**config.mk**
```make
export PLATFORM = sky130hd
export DESIGN_NAME = irecfg_top
export DESIGN_NICKNAME = d
export VERILOG_FILES = /design/src/rtl/irecfg_pkg.sv /design/src/rtl/irecfg_top.sv /design/src/rtl/irecfg_dma_route.sv
export SDC_FILE = /design/constraint.sdc
export NUM_CORES = 1
export LEC_CHECK = 0
export BUFFER_PORTS_ARGS = -buffer_cell sky130_fd_sc_hd__clkbuf_2
export CORE_ASPECT_RATIO = 0.5
export CORE_MARGIN = 4
export CORE_UTILIZATION = 40
export DETAILED_ROUTE_END_ITERATION = 10
export PLACE_DENSITY = 0.65
export SLEW_MARGIN = 40
export SYNTH_ARGS = -nofsm -noshare
export SYNTH_HDL_FRONTEND = slang
export SYNTH_SLANG_ARGS = --single-unit
```
**constraint.sdc**
```tcl
create_clock -name ref_clk -period 2.2 [get_ports ref_clk]
set_input_delay 0 -clock ref_clk [delete_from_list [all_inputs] [get_ports ref_clk]]
set_output_delay 0 -clock ref_clk [all_outputs]
set_load 0.005 [all_outputs]
```
**src/rtl/irecfg_pkg.sv**
```systemverilog
// package: register map, reset values, encodings and timing for the ir engine config registers
// How it works
// (RL1) dma select only at config state, index 2c
// (RL2) dma select reads 00 after power-up
// (RL3) low nibble picks dma channel a-d, f none
// (RL4) upper nibble ignores writes, reads zero
// (RL5) unselected dma request lines stay tristated
// (RL6) turnaround at index 2d, resets to 03
// (RL7) timeout equals value times 100 microseconds
// (RL8) write to either timeout copy updates both
// (RL9) power-on reset loads both; engine reset doesn't
// (RL10) select a at 2e, engine block3 addr 05
// (RL11) select b at 2f, engine block3 addr 06
// (RL12) undocumented dma codes drive no request line
package irecfg_pkg;
	localparam logic [7:0] IDX_DMA_SEL = 8'h2c;
	localparam logic [7:0] IDX_TURNAROUND = 8'h2d;
	localparam logic [7:0] IDX_SW_SEL_A = 8'h2e;
	localparam logic [7:0] IDX_SW_SEL_B = 8'h2f;
	localparam logic [3:0] RST_DMA_SEL = 4'h0;
	localparam logic [7:0] RST_TURNAROUND = 8'h03;
	localparam logic [7:0] RST_SW_SEL_A = 8'h00;
	localparam logic [7:0] RST_SW_SEL_B = 8'h00;
	localparam logic [7:0] RD_UNMAPPED = 8'h00;
	localparam int DMA_SEL_LSB = 0;
	localparam int DMA_SEL_W = 4;
	localparam logic [3:0] DMA_CODE_CH_A = 4'h0;
	localparam logic [3:0] DMA_CODE_CH_D = 4'h3;
	localparam logic [3:0] DMA_CODE_NONE = 4'hf;
	localparam int NUM_DMA_CH = 4;
	localparam logic [2:0] ENG_BLK_TIMEOUT = 3'h5;
	localparam logic [2:0] ENG_ADR_TIMEOUT = 3'h1;
	localparam logic [2:0] ENG_BLK_SW_SEL = 3'h3;
	localparam logic [2:0] ENG_ADR_SW_SEL_A = 3'h5;
	localparam logic [2:0] ENG_ADR_SW_SEL_B = 3'h6;
	localparam int CLK_PERIOD_NS = 40;
	localparam int TIMEOUT_STEP_NS = 100000;
	// least time per step, so round up
	localparam int TIMEOUT_STEP_CYC = (TIMEOUT_STEP_NS + CLK_PERIOD_NS - 1) / CLK_PERIOD_NS;
	localparam int STEP_CNT_W = 12;
	localparam logic [STEP_CNT_W-1:0] STEP_LAST = STEP_CNT_W'(TIMEOUT_STEP_CYC - 1);

	typedef struct packed {
		logic mode;
		logic [7:0] index;
		logic wr;
		logic rd;
		logic [7:0] wdata;
	} irecfg_cfg_req_t;

	typedef struct packed {
		logic wr;
		logic rd;
		logic [2:0] block;
		logic [2:0] addr;
		logic [7:0] wdata;
	} irecfg_eng_req_t;

	typedef struct packed {
		logic [NUM_DMA_CH-1:0] drq;
		logic [NUM_DMA_CH-1:0] oe;
	} irecfg_dma_pins_t;
endpackage

```
**src/rtl/irecfg_top.sv**
```systemverilog
// ir engine configuration registers with engine mirror and turnaround timer
`timescale 1ns/1ps
module irecfg_top (
	input wire logic ref_clk,
	input wire logic reset_n,
	input irecfg_pkg::irecfg_cfg_req_t cfg_req,
	input irecfg_pkg::irecfg_eng_req_t eng_req,
	input wire logic eng_soft_reset,
	input wire logic eng_dma_req,
	input wire logic turnaround_start,
	output logic [7:0] cfg_rdata_q,
	output logic [7:0] eng_rdata_q,
	output logic [7:0] turnaround_timeout_q,
	output logic [7:0] sw_select_a_q,
	output logic [7:0] sw_select_b_q,
	output logic turnaround_busy_q,
	output irecfg_pkg::irecfg_dma_pins_t dma_pins_q
);
	typedef struct packed {
		logic [3:0] dma_sel;
		logic [7:0] timeout;
		logic [7:0] sw_a;
		logic [7:0] sw_b;
		logic [7:0] cfg_rdata;
		logic [7:0] eng_rdata;
		logic [irecfg_pkg::STEP_CNT_W-1:0] step;
		logic [7:0] units;
		logic busy;
	} irecfg_top_st_t;

	irecfg_top_st_t st_q;
	irecfg_top_st_t st_d;

	logic cfg_hit_dma;
	logic cfg_hit_ta;
	logic cfg_hit_a;
	logic cfg_hit_b;
	logic eng_hit_ta;
	logic eng_hit_a;
	logic eng_hit_b;

	// config-port decoding only counts while the device sits in configuration state; engine decoding ignores mode [RL1]
	assign cfg_hit_dma = cfg_req.mode && cfg_req.index == irecfg_pkg::IDX_DMA_SEL; // [RL1]
	assign cfg_hit_ta = cfg_req.mode && cfg_req.index == irecfg_pkg::IDX_TURNAROUND; // [RL6]
	assign cfg_hit_a = cfg_req.mode && cfg_req.index == irecfg_pkg::IDX_SW_SEL_A; // [RL10]
	assign cfg_hit_b = cfg_req.mode && cfg_req.index == irecfg_pkg::IDX_SW_SEL_B; // [RL11]
	assign eng_hit_ta = eng_req.block == irecfg_pkg::ENG_BLK_TIMEOUT && eng_req.addr == irecfg_pkg::ENG_ADR_TIMEOUT;
	assign eng_hit_a = eng_req.block == irecfg_pkg::ENG_BLK_SW_SEL && eng_req.addr == irecfg_pkg::ENG_ADR_SW_SEL_A;
	assign eng_hit_b = eng_req.block == irecfg_pkg::ENG_BLK_SW_SEL && eng_req.addr == irecfg_pkg::ENG_ADR_SW_SEL_B;

	always_comb begin
		st_d = st_q;
		// engine writes first, so a same-cycle config write lands last and wins
		if (eng_req.wr && eng_hit_ta) begin
			st_d.timeout = eng_req.wdata; // [RL8]
		end
		if (eng_req.wr && eng_hit_a) begin
			st_d.sw_a = eng_req.wdata; // [RL10]
		end
		if (eng_req.wr && eng_hit_b) begin
			st_d.sw_b = eng_req.wdata; // [RL11]
		end
		if (cfg_req.wr) begin
			if (cfg_hit_dma) begin
				st_d.dma_sel = cfg_req.wdata[irecfg_pkg::DMA_SEL_LSB +: irecfg_pkg::DMA_SEL_W]; // [RL4]
			end
			if (cfg_hit_ta) begin
				st_d.timeout = cfg_req.wdata; // [RL8]
			end
			if (cfg_hit_a) begin
				st_d.sw_a = cfg_req.wdata;
			end
			if (cfg_hit_b) begin
				st_d.sw_b = cfg_req.wdata;
			end
		end
		// eng_soft_reset is deliberately not used: the shared copies survive it [RL9]
		// a read in the cycle of a write returns the old value
		if (cfg_req.rd) begin
			st_d.cfg_rdata = irecfg_pkg::RD_UNMAPPED;
			if (cfg_hit_dma) begin
				st_d.cfg_rdata = {4'h0, st_q.dma_sel}; // [RL4]
			end
			if (cfg_hit_ta) begin
				st_d.cfg_rdata = st_q.timeout;
			end
			if (cfg_hit_a) begin
				st_d.cfg_rdata = st_q.sw_a;
			end
			if (cfg_hit_b) begin
				st_d.cfg_rdata = st_q.sw_b;
			end
		end
		if (eng_req.rd) begin
			st_d.eng_rdata = irecfg_pkg::RD_UNMAPPED;
			if (eng_hit_ta) begin
				st_d.eng_rdata = st_q.timeout; // [RL8]
			end
			if (eng_hit_a) begin
				st_d.eng_rdata = st_q.sw_a;
			end
			if (eng_hit_b) begin
				st_d.eng_rdata = st_q.sw_b;
			end
		end
		// turnaround timer: units of 100 us, counted in whole clock steps [RL7]
		// a start while busy reloads the count; spacing of starts is left to the engine
		if (turnaround_start) begin
			st_d.units = st_q.timeout;
			st_d.step = '0;
		end else if (st_q.units != 8'h00) begin
			if (st_q.step == irecfg_pkg::STEP_LAST) begin
				st_d.step = '0;
				st_d.units = st_q.units - 8'h01; // [RL7]
			end else begin
				st_d.step = st_q.step + irecfg_pkg::STEP_CNT_W'(1);
			end
		end
		st_d.busy = st_d.units != 8'h00;
	end

	always_ff @(posedge ref_clk) begin
		if (!reset_n) begin
			st_q <= '0;
			st_q.dma_sel <= irecfg_pkg::RST_DMA_SEL; // [RL2]
			st_q.timeout <= irecfg_pkg::RST_TURNAROUND; // [RL6] [RL9]
			st_q.sw_a <= irecfg_pkg::RST_SW_SEL_A; // [RL10]
			st_q.sw_b <= irecfg_pkg::RST_SW_SEL_B; // [RL11]
		end else begin
			st_q <= st_d;
		end
	end

	// steering has its own flop stage, so the pins lag the select by one cycle
	irecfg_dma_route #(
		.NUM_CH(irecfg_pkg::NUM_DMA_CH)
	) u_route (
		.ref_clk(ref_clk),
		.reset_n(reset_n),
		.sel(st_q.dma_sel),
		.req(eng_dma_req),
		.pins_q(dma_pins_q)
	);

	assign cfg_rdata_q = st_q.cfg_rdata;
	assign eng_rdata_q = st_q.eng_rdata;
	assign turnaround_timeout_q = st_q.timeout;
	assign sw_select_a_q = st_q.sw_a;
	assign sw_select_b_q = st_q.sw_b;
	assign turnaround_busy_q = st_q.busy;

	localparam int STEP_CYC = irecfg_pkg::TIMEOUT_STEP_CYC;
	// cleared on each start: a restart while busy is legal and must not read as an overrun
	logic [19:0] busy_run;
	always_ff @(posedge ref_clk) begin
		if (!reset_n || !st_q.busy || turnaround_start) begin
			busy_run <= '0;
		end else begin
			busy_run <= busy_run + 20'h00001;
		end
	end
endmodule

```
**src/rtl/irecfg_dma_route.sv**
```systemverilog
// dma request steering: one selected line driven, the rest released
`timescale 1ns/1ps
module irecfg_dma_route #(
	parameter int NUM_CH = irecfg_pkg::NUM_DMA_CH
) (
	input wire logic ref_clk,
	input wire logic reset_n,
	input wire logic [3:0] sel,
	input wire logic req,
	output irecfg_pkg::irecfg_dma_pins_t pins_q
);
	typedef struct packed {
		irecfg_pkg::irecfg_dma_pins_t pins;
	} irecfg_route_st_t;

	irecfg_route_st_t st_q;
	irecfg_route_st_t st_d;

	always_comb begin
		st_d = st_q;
		for (int i = 0; i < NUM_CH; i++) begin
			// codes beyond channel d fall through here with no enable [RL12]
			st_d.pins.oe[i] = (sel == 4'(i)); // [RL3] [RL5]
			st_d.pins.drq[i] = (sel == 4'(i)) & req;
		end
	end

	always_ff @(posedge ref_clk) begin
		if (!reset_n) begin
			st_q <= '0;
		end else begin
			st_q <= st_d;
		end
	end

	assign pins_q = st_q.pins;
endmodule

```
After elaboration in Yosys (flattened, before gate mapping):

Cells that the tools add are included.
Widths: inputs -> output; s select.

* bits in registers: 73
* output and inout bits: 49
* bits of input ports: 40

* add/subtract/negate cells: 2
* muxes and demuxes: 18
* bitwise logic cells: 5
* eq/ne operators: 13
* reductions and logical operators: 15

Operators with widths (count)
* $mux 8: 15
* $eq 8x6->1 const B: 4
* $mux 24: 1
* $reduce_bool 8->1: 2
* $add 12x1->12 const B: 1
* $eq 12x12->1 const B: 1
* $mux 12: 1
* $logic_and 1x1->1: 10
* $eq 3x3->1 const B: 3
* $eq 4x2->1 const B: 2
* $sub 8x1->8 const B: 1
* $and 1x1->1: 4
* $eq 4x1->1 const B: 1
* $logic_not 4->1: 1
* $mux 4: 1
* $eq 3x1->1 const B: 1
* $eq 3x2->1 const B: 1
* $reduce_and 2->1: 1
* $reduce_or 2->1: 1
* $not 1->1: 1

Longest topological paths before layout:

Gate-level depths: netlist (run 1).

* depth in word-level cells: 6
* gate-level depth with buffers: 9
* mapped depth without buffers: 8

Hierarchy:

A second synthesis (run 1) with hierarchy kept.

* cell total of the unflattened synthesis: 442
* area total of the unflattened synthesis: 3900.0 µm²

Modules (own cells, without submodules)
* irecfg_top: area each 3666.0 µm², instances 1, cells an instance 421
* irecfg_dma_route: area each 234.0 µm², instances 1, cells an instance 21

Worst setup path before layout (run 1):

Ideal clock, no wire load.

* path kind: reg2reg
* start point: register st_q[11] (netlist name)
* end point: register st_q, in the netlist turnaround_busy_q
* data required time: 2060 ps
* cell stages (with the launch flop): 8
* path slack: -51 ps
* data arrival time: 2111 ps
* period minus slack after synthesis: 2251 ps
* path through: dfxtp_1 or4_4 or3_1 buf_2 nor4_1 mux2_2 mux2i_1 a41oi_1

* cells in the longest elaborated chain, start to end: 5

Ends and longest elaborated chain
* from (decl): RTL line irecfg_top.sv:31 `irecfg_top_st_t st_q;`
* from (signal assigned): RTL line irecfg_top.sv:130 `st_q <= st_d;`
* $eq 12x12->1: RTL line irecfg_top.sv:112 `if (st_q.step == irecfg_pkg::STEP_LAST) begin`
* $mux 8: RTL line irecfg_top.sv:112
* $mux 8: RTL line irecfg_top.sv:111 `end else if (st_q.units != 8'h00) begin`
* $mux 8: RTL line irecfg_top.sv:108 `if (turnaround_start) begin`
* $reduce_bool 8->1: RTL line irecfg_top.sv:119 `st_d.busy = st_d.units != 8'h00;`

No other way between the ends.
A chain may end at the register's enable or synchronous reset.

Final worst setup path (run 1):

Ends and elaborated chain as after synthesis.

==> results of run 1 <==
==> metal layers <==
metal | GRT usage (%) | up-vias | share of wire, %
met4 | 4.00 | 0 | 0.78
met3 | 4.76 | 8 | 6.8
met2 | 30.8 | 131 | 48
li1 | - | 1721 | -
met5 | 0 | - | 0
met1 | 25.4 | 1637 | 45
==> registers in the layout, indices dropped and copies added, names as in the netlist <==
register,count
cfg_rdata_q,8
turnaround_timeout_q,8
sw_select_b_q,8
st_q,24
u_route.pins_q,8
eng_rdata_q,8
turnaround_busy_q,1
sw_select_a_q,8
==> metrics by stage <==
step | total power (W) | utilization [%]
floorplan | 0.00151 | -
global placement | 0.00160 | 46.4
detailed placement | 0.00160 | 46.4
CTS | 0.00303 | 52.4
global route | 0.00313 | 52.7
finish | 0.00301 | 52.7
==> tightest hold or removal path: stages <==
cell	delay [ps]
clkbuf_2	140
mux2i_1	90
nor2_1	70
==> logic make-up after synthesis <==
group           count (synthesis)  synth area share, %
xor+xnor                       10                 2.36
simple gates                  195                 25.1
buf+inv                        71                 11.3
flops                          73                 39.4
fa+ha+maj                       3                 1.01
mux                            18                 6.37
compound gates                 71                 14.6
==> cell usage after synthesis (2+ instances only) <==
cell type  instances  area, sq um
or4_1              2         15.0
nand3_1           26          130
a22oi_1            9         67.6
nand4b_1           4         35.0
nand4_1            4         25.0
nor4_1             5         31.3
nor4b_1            3         26.3
a222oi_1           8         80.1
or3_1              5         31.3
and3_1             2         12.5
mux2_2             5         56.3
xor2_1             8         70.1
a31oi_1            2         12.5
buf_1              3         11.3
mux4_2             4         90.1
nor3b_1            2         15.0
a311oi_1          22          193
xnor2_1            2         17.5
buf_4             40          300
dfxtp_1           73         1460
clkbuf_1          20         75.1
and2_1             7         43.8
a211oi_1           8         60.1
nor3_1             4         20.0
a21oi_1           10         50.1
mux2i_1            9         90.1
o21ai_0            7         35.0
ha_1               3         37.5
nand2_1           47          176
a31o_2             2         17.5
nor2_1            73          274
inv_1              6         22.5
nand2b_1           2         12.5
==> layout make-up <==
cell class / instances / area (sq um) / area share (%)
Clock buffer: 14 / 284 / 6.09
Clock inverter: 2 / 10.0 / 0.215
Inverter: 7 / 26.3 / 0.563
Multi-Input combinational cell: 297 / 1890 / 40.6
Sequential cell: 73 / 1460 / 31.3
Tap cell: 117 / 146 / 3.14
Timing Repair Buffer: 134 / 843 / 18.1
==> power by group <==
part	total [W]	switching [W]	internal, W	leakage, nW
combinational	0.000247	0.000134	0.000113	1.12
sequential	0.00136	0.0000127	0.00134	0.592
clock	0.00140	0.000520	0.000883	0.149
==> path summary, 6_finish.rpt <==
| path | from | endpoint | slack (ps) | depth (start not counted) |
|---|---|---|---|---|
| max | st_q[11]$_SDFFE_PP0N_ | turnaround_busy_q$_SDFF_PN0_ | -90 | 6 |
| max reg2reg | st_q[11]$_SDFFE_PP0N_ | turnaround_busy_q$_SDFF_PN0_ | -90 | 6 |
| min reg2reg | st_q[10]$_SDFFE_PP0N_ | st_q[10]$_SDFFE_PP0N_ | 480 | 2 |
| min | cfg_req[2] | st_q[63]$_SDFFE_PN0P_ | 10 | 3 |
==> timing repair <==
item	4_1_cts	5_1_grt
gates resized for setup	2	6
buffers inserted	0	0
cloned	0	0
pin swaps	1	2
hold buffers	22	0
endpoints found under the hold margin	30	0
setup endpoints to repair	3	13
==> impl_metrics.env, run 1 <==
export IMPL_status="finished with violations"
export IMPL_violations_in_the_final_reports="setup timing"
export IMPL_clk_root_buffer_cell="clkbuf_16"
export IMPL_crit_path_cell_trace="or4_4, or3_4, or4_4, a31oi_2, nor4_1, a41oi_1"
export IMPL_initial_core_util_pct=41.9
export IMPL_wl_per_cell_um=15.8
export IMPL_floorplan_core_area_sq_um=8860
export IMPL_finClkSkew_ps=5.32
export IMPL_crit_path_max_fanout=8
export IMPL_dieArea_sq_um=11000
export IMPL_slew_headroom_pct=64.5
export IMPL_finish_net_count=565
export IMPL_grt_start_max_net_pins=47
export IMPL_final_worst_hold_slack_ps=11.2
export IMPL_layout_cells_most_common_list="clkbuf_2 (87), nor2_1 (73), dfxtp_1 (73)"
export IMPL_core_rowCount=24
export IMPL_routed_wirelength_mm=10.1
export IMPL_boundaryPins=89
export IMPL_post_route_min_period_ps=2290
export IMPL_detailroute_via_count=3497
export IMPL_synth_warnings=0
export IMPL_postRouteAntennaNets=0
export IMPL_clk_insertion_delay_late_ps=330
export IMPL_holdCritPathClass="in -> reg"
export IMPL_max_clock_freq_mhz=436
export IMPL_number_of_buffers_inserted_during_clock_tree_synthesis=9
export IMPL_stdcell_area_sq_um=4660
export IMPL_timing_max_cap_violations=0
export IMPL_drt_pre_antenna_iters=5
export IMPL_critical_path_top_cell_by_count="or4_4"
export IMPL_post_route_worst_setup_slack_ps=-94.2
export IMPL_setup_violations=1
export IMPL_finalWeightedCongestion=0.794
export IMPL_drt_iter0_markers=257
export IMPL_wire_length_of_the_first_global_routing_pass_mm=17.0
export IMPL_placed_area_sq_um=4110
export IMPL_synth_seq_cells=73
export IMPL_avgViaCountPerCell=5.43
export IMPL_clkSlewWorstSetupHoldPaths_ps=60
export IMPL_hpwlAfterDp_mm=7.18
export IMPL_cts_htree_levels=3
export IMPL_layout_commonest_cell="clkbuf_2"
export IMPL_drcViolationCount=0
export IMPL_cell_area_synth_sq_um=3710
export IMPL_crit_required_ps=2450
export IMPL_overflow=0
export IMPL_insertedDiodeCount=0
export IMPL_setup_repair_after_global_routing_missed_its_margin="true"
export IMPL_timing_hold_violations_final=0
export IMPL_vias_in_the_first_global_route=3346
export IMPL_crit_path_end_kind="flop"
export IMPL_antenna_violations_before_repair=0
export IMPL_critical_path_max_stage_delay_ps=550
export IMPL_clock_sink_count=73
export IMPL_setup_tns_final_ps=-94.2
export IMPL_timing_final_max_slew_violations=0
export IMPL_place_detailed_instances=606
export IMPL_synth_async_sr_flop_share_pct=0
export IMPL_die_h_um=76.1
export IMPL_syn_nets=484
export IMPL_synthToLayoutAreaGrowth_pct=25.6
export IMPL_worst_setup_path_type="reg -> reg"
export IMPL_dominantRegCellSynth="dfxtp_1"
export IMPL_synth_edff_count=0
export IMPL_final_cells=644
export IMPL_worst_path_dominant_cell_family="simple AND/OR/NAND/NOR gates"
export IMPL_fillers=821
export IMPL_critical_path_n_buffers_inverters=0
export IMPL_synth_yosys_seq_area_share_pct=39.4
export IMPL_cts_tree="done"
export IMPL_post_synth_inst_count=441
export IMPL_clk_path_buf_depth=2
export IMPL_worst_voltage_drop_across_the_vdd_grid_v=0.000381
export IMPL_cp_data_arrival_time_ps=2540
export IMPL_yosysUniqueCellTypes=47
export IMPL_worst_slew_pin_slew_ps=532
export IMPL_crit_path_start_kind="flop"
export IMPL_synth_area_per_cell_sq_um=8.42
export IMPL_power_leakage_nw=1.86
export IMPL_post_route_cells_drive_above_1_share_pct=28.8
export IMPL_worst_path_max_delay_cell="or4_4"
export IMPL_post_place_ws_ps=-117
export IMPL_port_buffers=87
export IMPL_cellPowerDensity_nw_per_um2=644
export IMPL_final_period_utilization_pct=104
export IMPL_die_width_um=144
export IMPL_globalRouteTotalUtil_pct=18.9
Note: power is estimated with default switching activity, not from simulation.
==> run 2: changes to the inputs <==
CORE_MARGIN = 2   (was 4)
SLEW_MARGIN = unset   (was 40)
==> impl_metrics.env, run 2 (same netlist as run 1, synthesis figures left out) <==
export IMPL_violations_in_the_final_reports="setup timing"
export IMPL_wire_length_of_the_first_global_routing_pass_mm=16.7
export IMPL_largest_reg_flops=24
export IMPL_layout_commonest_cell="clkbuf_2"
export IMPL_place_detailed_instances=612
export IMPL_worst_path_max_delay_cell="or4_4"
export IMPL_cellPowerDensity_nw_per_um2=615
export IMPL_endpoint="turnaround_busy_q$_SDFF_PN0_"
export IMPL_routed_wirelength_mm=10.0
export IMPL_drcViolationCount=0
export IMPL_grt_start_max_net_pins=47
export IMPL_clock_sink_count=73
export IMPL_finClkSkew_ps=4.66
export IMPL_grt_use_met1_pct=26.4
export IMPL_post_route_util_pct=53.6
export IMPL_post_place_ws_ps=-89.3
export IMPL_grt_use_met2_pct=35.1
export IMPL_slew_headroom_pct=63.3
export IMPL_number_of_buffers_inserted_during_clock_tree_synthesis=9
export IMPL_postRouteAntennaNets=0
export IMPL_clk_path_buf_depth=2
export IMPL_power_leakage_nw=1.90
export IMPL_cts_tree="done"
export IMPL_p_total_w=0.00292
export IMPL_r2r_start="st_q[14]$_SDFFE_PP0N_"
export IMPL_max_clock_freq_mhz=439
export IMPL_status="finished with violations"
export IMPL_overflow=0
export IMPL_finish_net_count=576
export IMPL_crit_path_max_fanout=6
export IMPL_post_route_min_period_ps=2280
export IMPL_vias_in_the_first_global_route=3457
export IMPL_top_register="st_q"
export IMPL_crit_required_ps=2450
export IMPL_boundaryPins=89
export IMPL_insertedDiodeCount=0
export IMPL_post_route_worst_setup_slack_ps=-79.4
export IMPL_worst_slew_pin_slew_ps=548
export IMPL_holdCritPathClass="in -> reg"
export IMPL_grt_most_used_layer="met2"
export IMPL_crit_path_start_kind="flop"
export IMPL_worst_setup_path_type="reg -> reg"
export IMPL_antenna_violations_before_repair=0
export IMPL_die_h_um=72.1
export IMPL_final_cells=654
export IMPL_wl_per_cell_um=15.3
export IMPL_hpwlAfterDp_mm=7.22
export IMPL_groute_layer_met3_usage_pct=4.82
export IMPL_clk_root_buffer_cell="clkbuf_16"
export IMPL_worst_voltage_drop_across_the_vdd_grid_v=0.000351
export IMPL_post_route_cells_drive_above_1_share_pct=29.8
export IMPL_critical_path_top_cell_by_count="or4_4"
export IMPL_layout_cells_most_common_list="clkbuf_2 (87), nor2_1 (73), dfxtp_1 (73)"
export IMPL_worst_setup_path_startpoint="st_q[14]$_SDFFE_PP0N_"
export IMPL_setup_repair_after_global_routing_missed_its_margin="true"
export IMPL_crit_path_cell_trace="or4_4, or3_4, or4_4, a31oi_4, nor4_2, a41oi_1"
export IMPL_worst_r2r_endpoint="turnaround_busy_q$_SDFF_PN0_"
export IMPL_count_of_cells_along_the_worst_register_to_register_path=6
export IMPL_dieArea_sq_um=10100
export IMPL_floorplan_core_area_sq_um=8860
export IMPL_port_buffers=87
export IMPL_clkSlewWorstSetupHoldPaths_ps=50
export IMPL_timing_final_max_slew_violations=0
export IMPL_sequential_area_sq_um=1460
export IMPL_final_worst_hold_slack_ps=69.6
export IMPL_cp_data_arrival_time_ps=2530
export IMPL_globalRouteTotalUtil_pct=20.6
export IMPL_finalWeightedCongestion=0.836
export IMPL_multiInputGateArea_sq_um=1920
export IMPL_drt_pre_antenna_iters=5
export IMPL_timing_max_cap_violations=0
export IMPL_setup_violations=1
export IMPL_clk_insertion_delay_late_ps=330
export IMPL_synthToLayoutAreaGrowth_pct=27.9
export IMPL_die_width_um=140
export IMPL_cts_htree_levels=3
export IMPL_drt_iter0_markers=296
export IMPL_setup_reg_to_reg_worst_slack_ps=-80
export IMPL_core_rowCount=24
export IMPL_crit_path_end_kind="flop"
export IMPL_timing_hold_violations_final=0
export IMPL_final_period_utilization_pct=104
export IMPL_detailroute_via_count=3507
export IMPL_critical_path_max_stage_delay_ps=540
export IMPL_fillers=835
export IMPL_avgViaCountPerCell=5.36
export IMPL_initial_core_util_pct=41.9
==> run 2: cell types whose count changed in the layout (fill, tap and decap cells not counted), moves of 2 or more <==
cell           change
buf_4              +9
clkbuf_8           -3
dlygate4sd3_1      +2
o21ai_0            -2
==> run 2: repair_timing <==
action | CTS | global route
setup endpoints to repair | 1 | 3
hold buffers | 24 | 0
cloned | 0 | 0
pin swaps | 1 | 7
buffers inserted | 0 | 3
endpoints found under the hold margin | 32 | 0
resized for setup | 2 | 11
==> run 2: layer usage <==
layer | vias to the layer above | share of wire (%) | routed length, um
li1 | 1745 | - | -
met3 | 18 | 6.6 | 662
met1 | 1626 | 45 | 4500
met2 | 118 | 47 | 4700
met4 | 0 | 1.5 | 148
met5 | - | 0 | 0
==> run 2: worst min path at each step <==
| stage | depth (start not counted) | startpoint | slack (ps) | end |
|---|---|---|---|---|
| floorplan | 2 | cfg_req[0] | 150 | st_q[61]$_SDFFE_PN0P_ |
| global placement | 2 | reset_n | 290 | turnaround_timeout_q[1]$_SDFF_PN1_ |
| detailed placement | 2 | reset_n | 290 | turnaround_timeout_q[0]$_SDFF_PN1_ |
| CTS | 4 | eng_req[9] | 60 | sw_select_a_q[7]$_SDFF_PN0_ |
| global route | 4 | eng_req[9] | 100 | sw_select_a_q[7]$_SDFF_PN0_ |
| finish | 4 | eng_req[9] | 70 | sw_select_a_q[7]$_SDFF_PN0_ |
==> run 2: cell type report <==
cell class / count / share of cell area (%)
Sequential cell: 73 / 30.8
Clock buffer: 12 / 5.19
Timing Repair Buffer: 145 / 19.6
Clock inverter: 3 / 0.369
Tap cell: 117 / 3.08
Inverter: 7 / 0.553
Multi-Input combinational cell: 297 / 40.5
==> run 2: stage by stage <==
stage                     area, sq um  setup TNS, ps
final                            4750          -79.4
after global routing             4750           -188
after CTS                        4670          -48.4
after detailed placement         4160          -89.3
after global placement           4160          -47.9
after floorplan                  3720          -2.76
==> run 2: critical path: cells and delay by family (launching register included) <==
kind               cells  cell delay [ps]
AOI/OAI and AO/OA      2              410
and+or+nand+nor        4             1490
DFF                    1              310
==> run 2: power breakdown <==
| group | total, W | internal [W] | switching (W) |
|---|---|---|---|
| clock network | 0.00131 | 0.000783 | 0.000531 |
| registers | 0.00136 | 0.00134 | 0.0000126 |
| logic | 0.000253 | 0.000116 | 0.000137 |
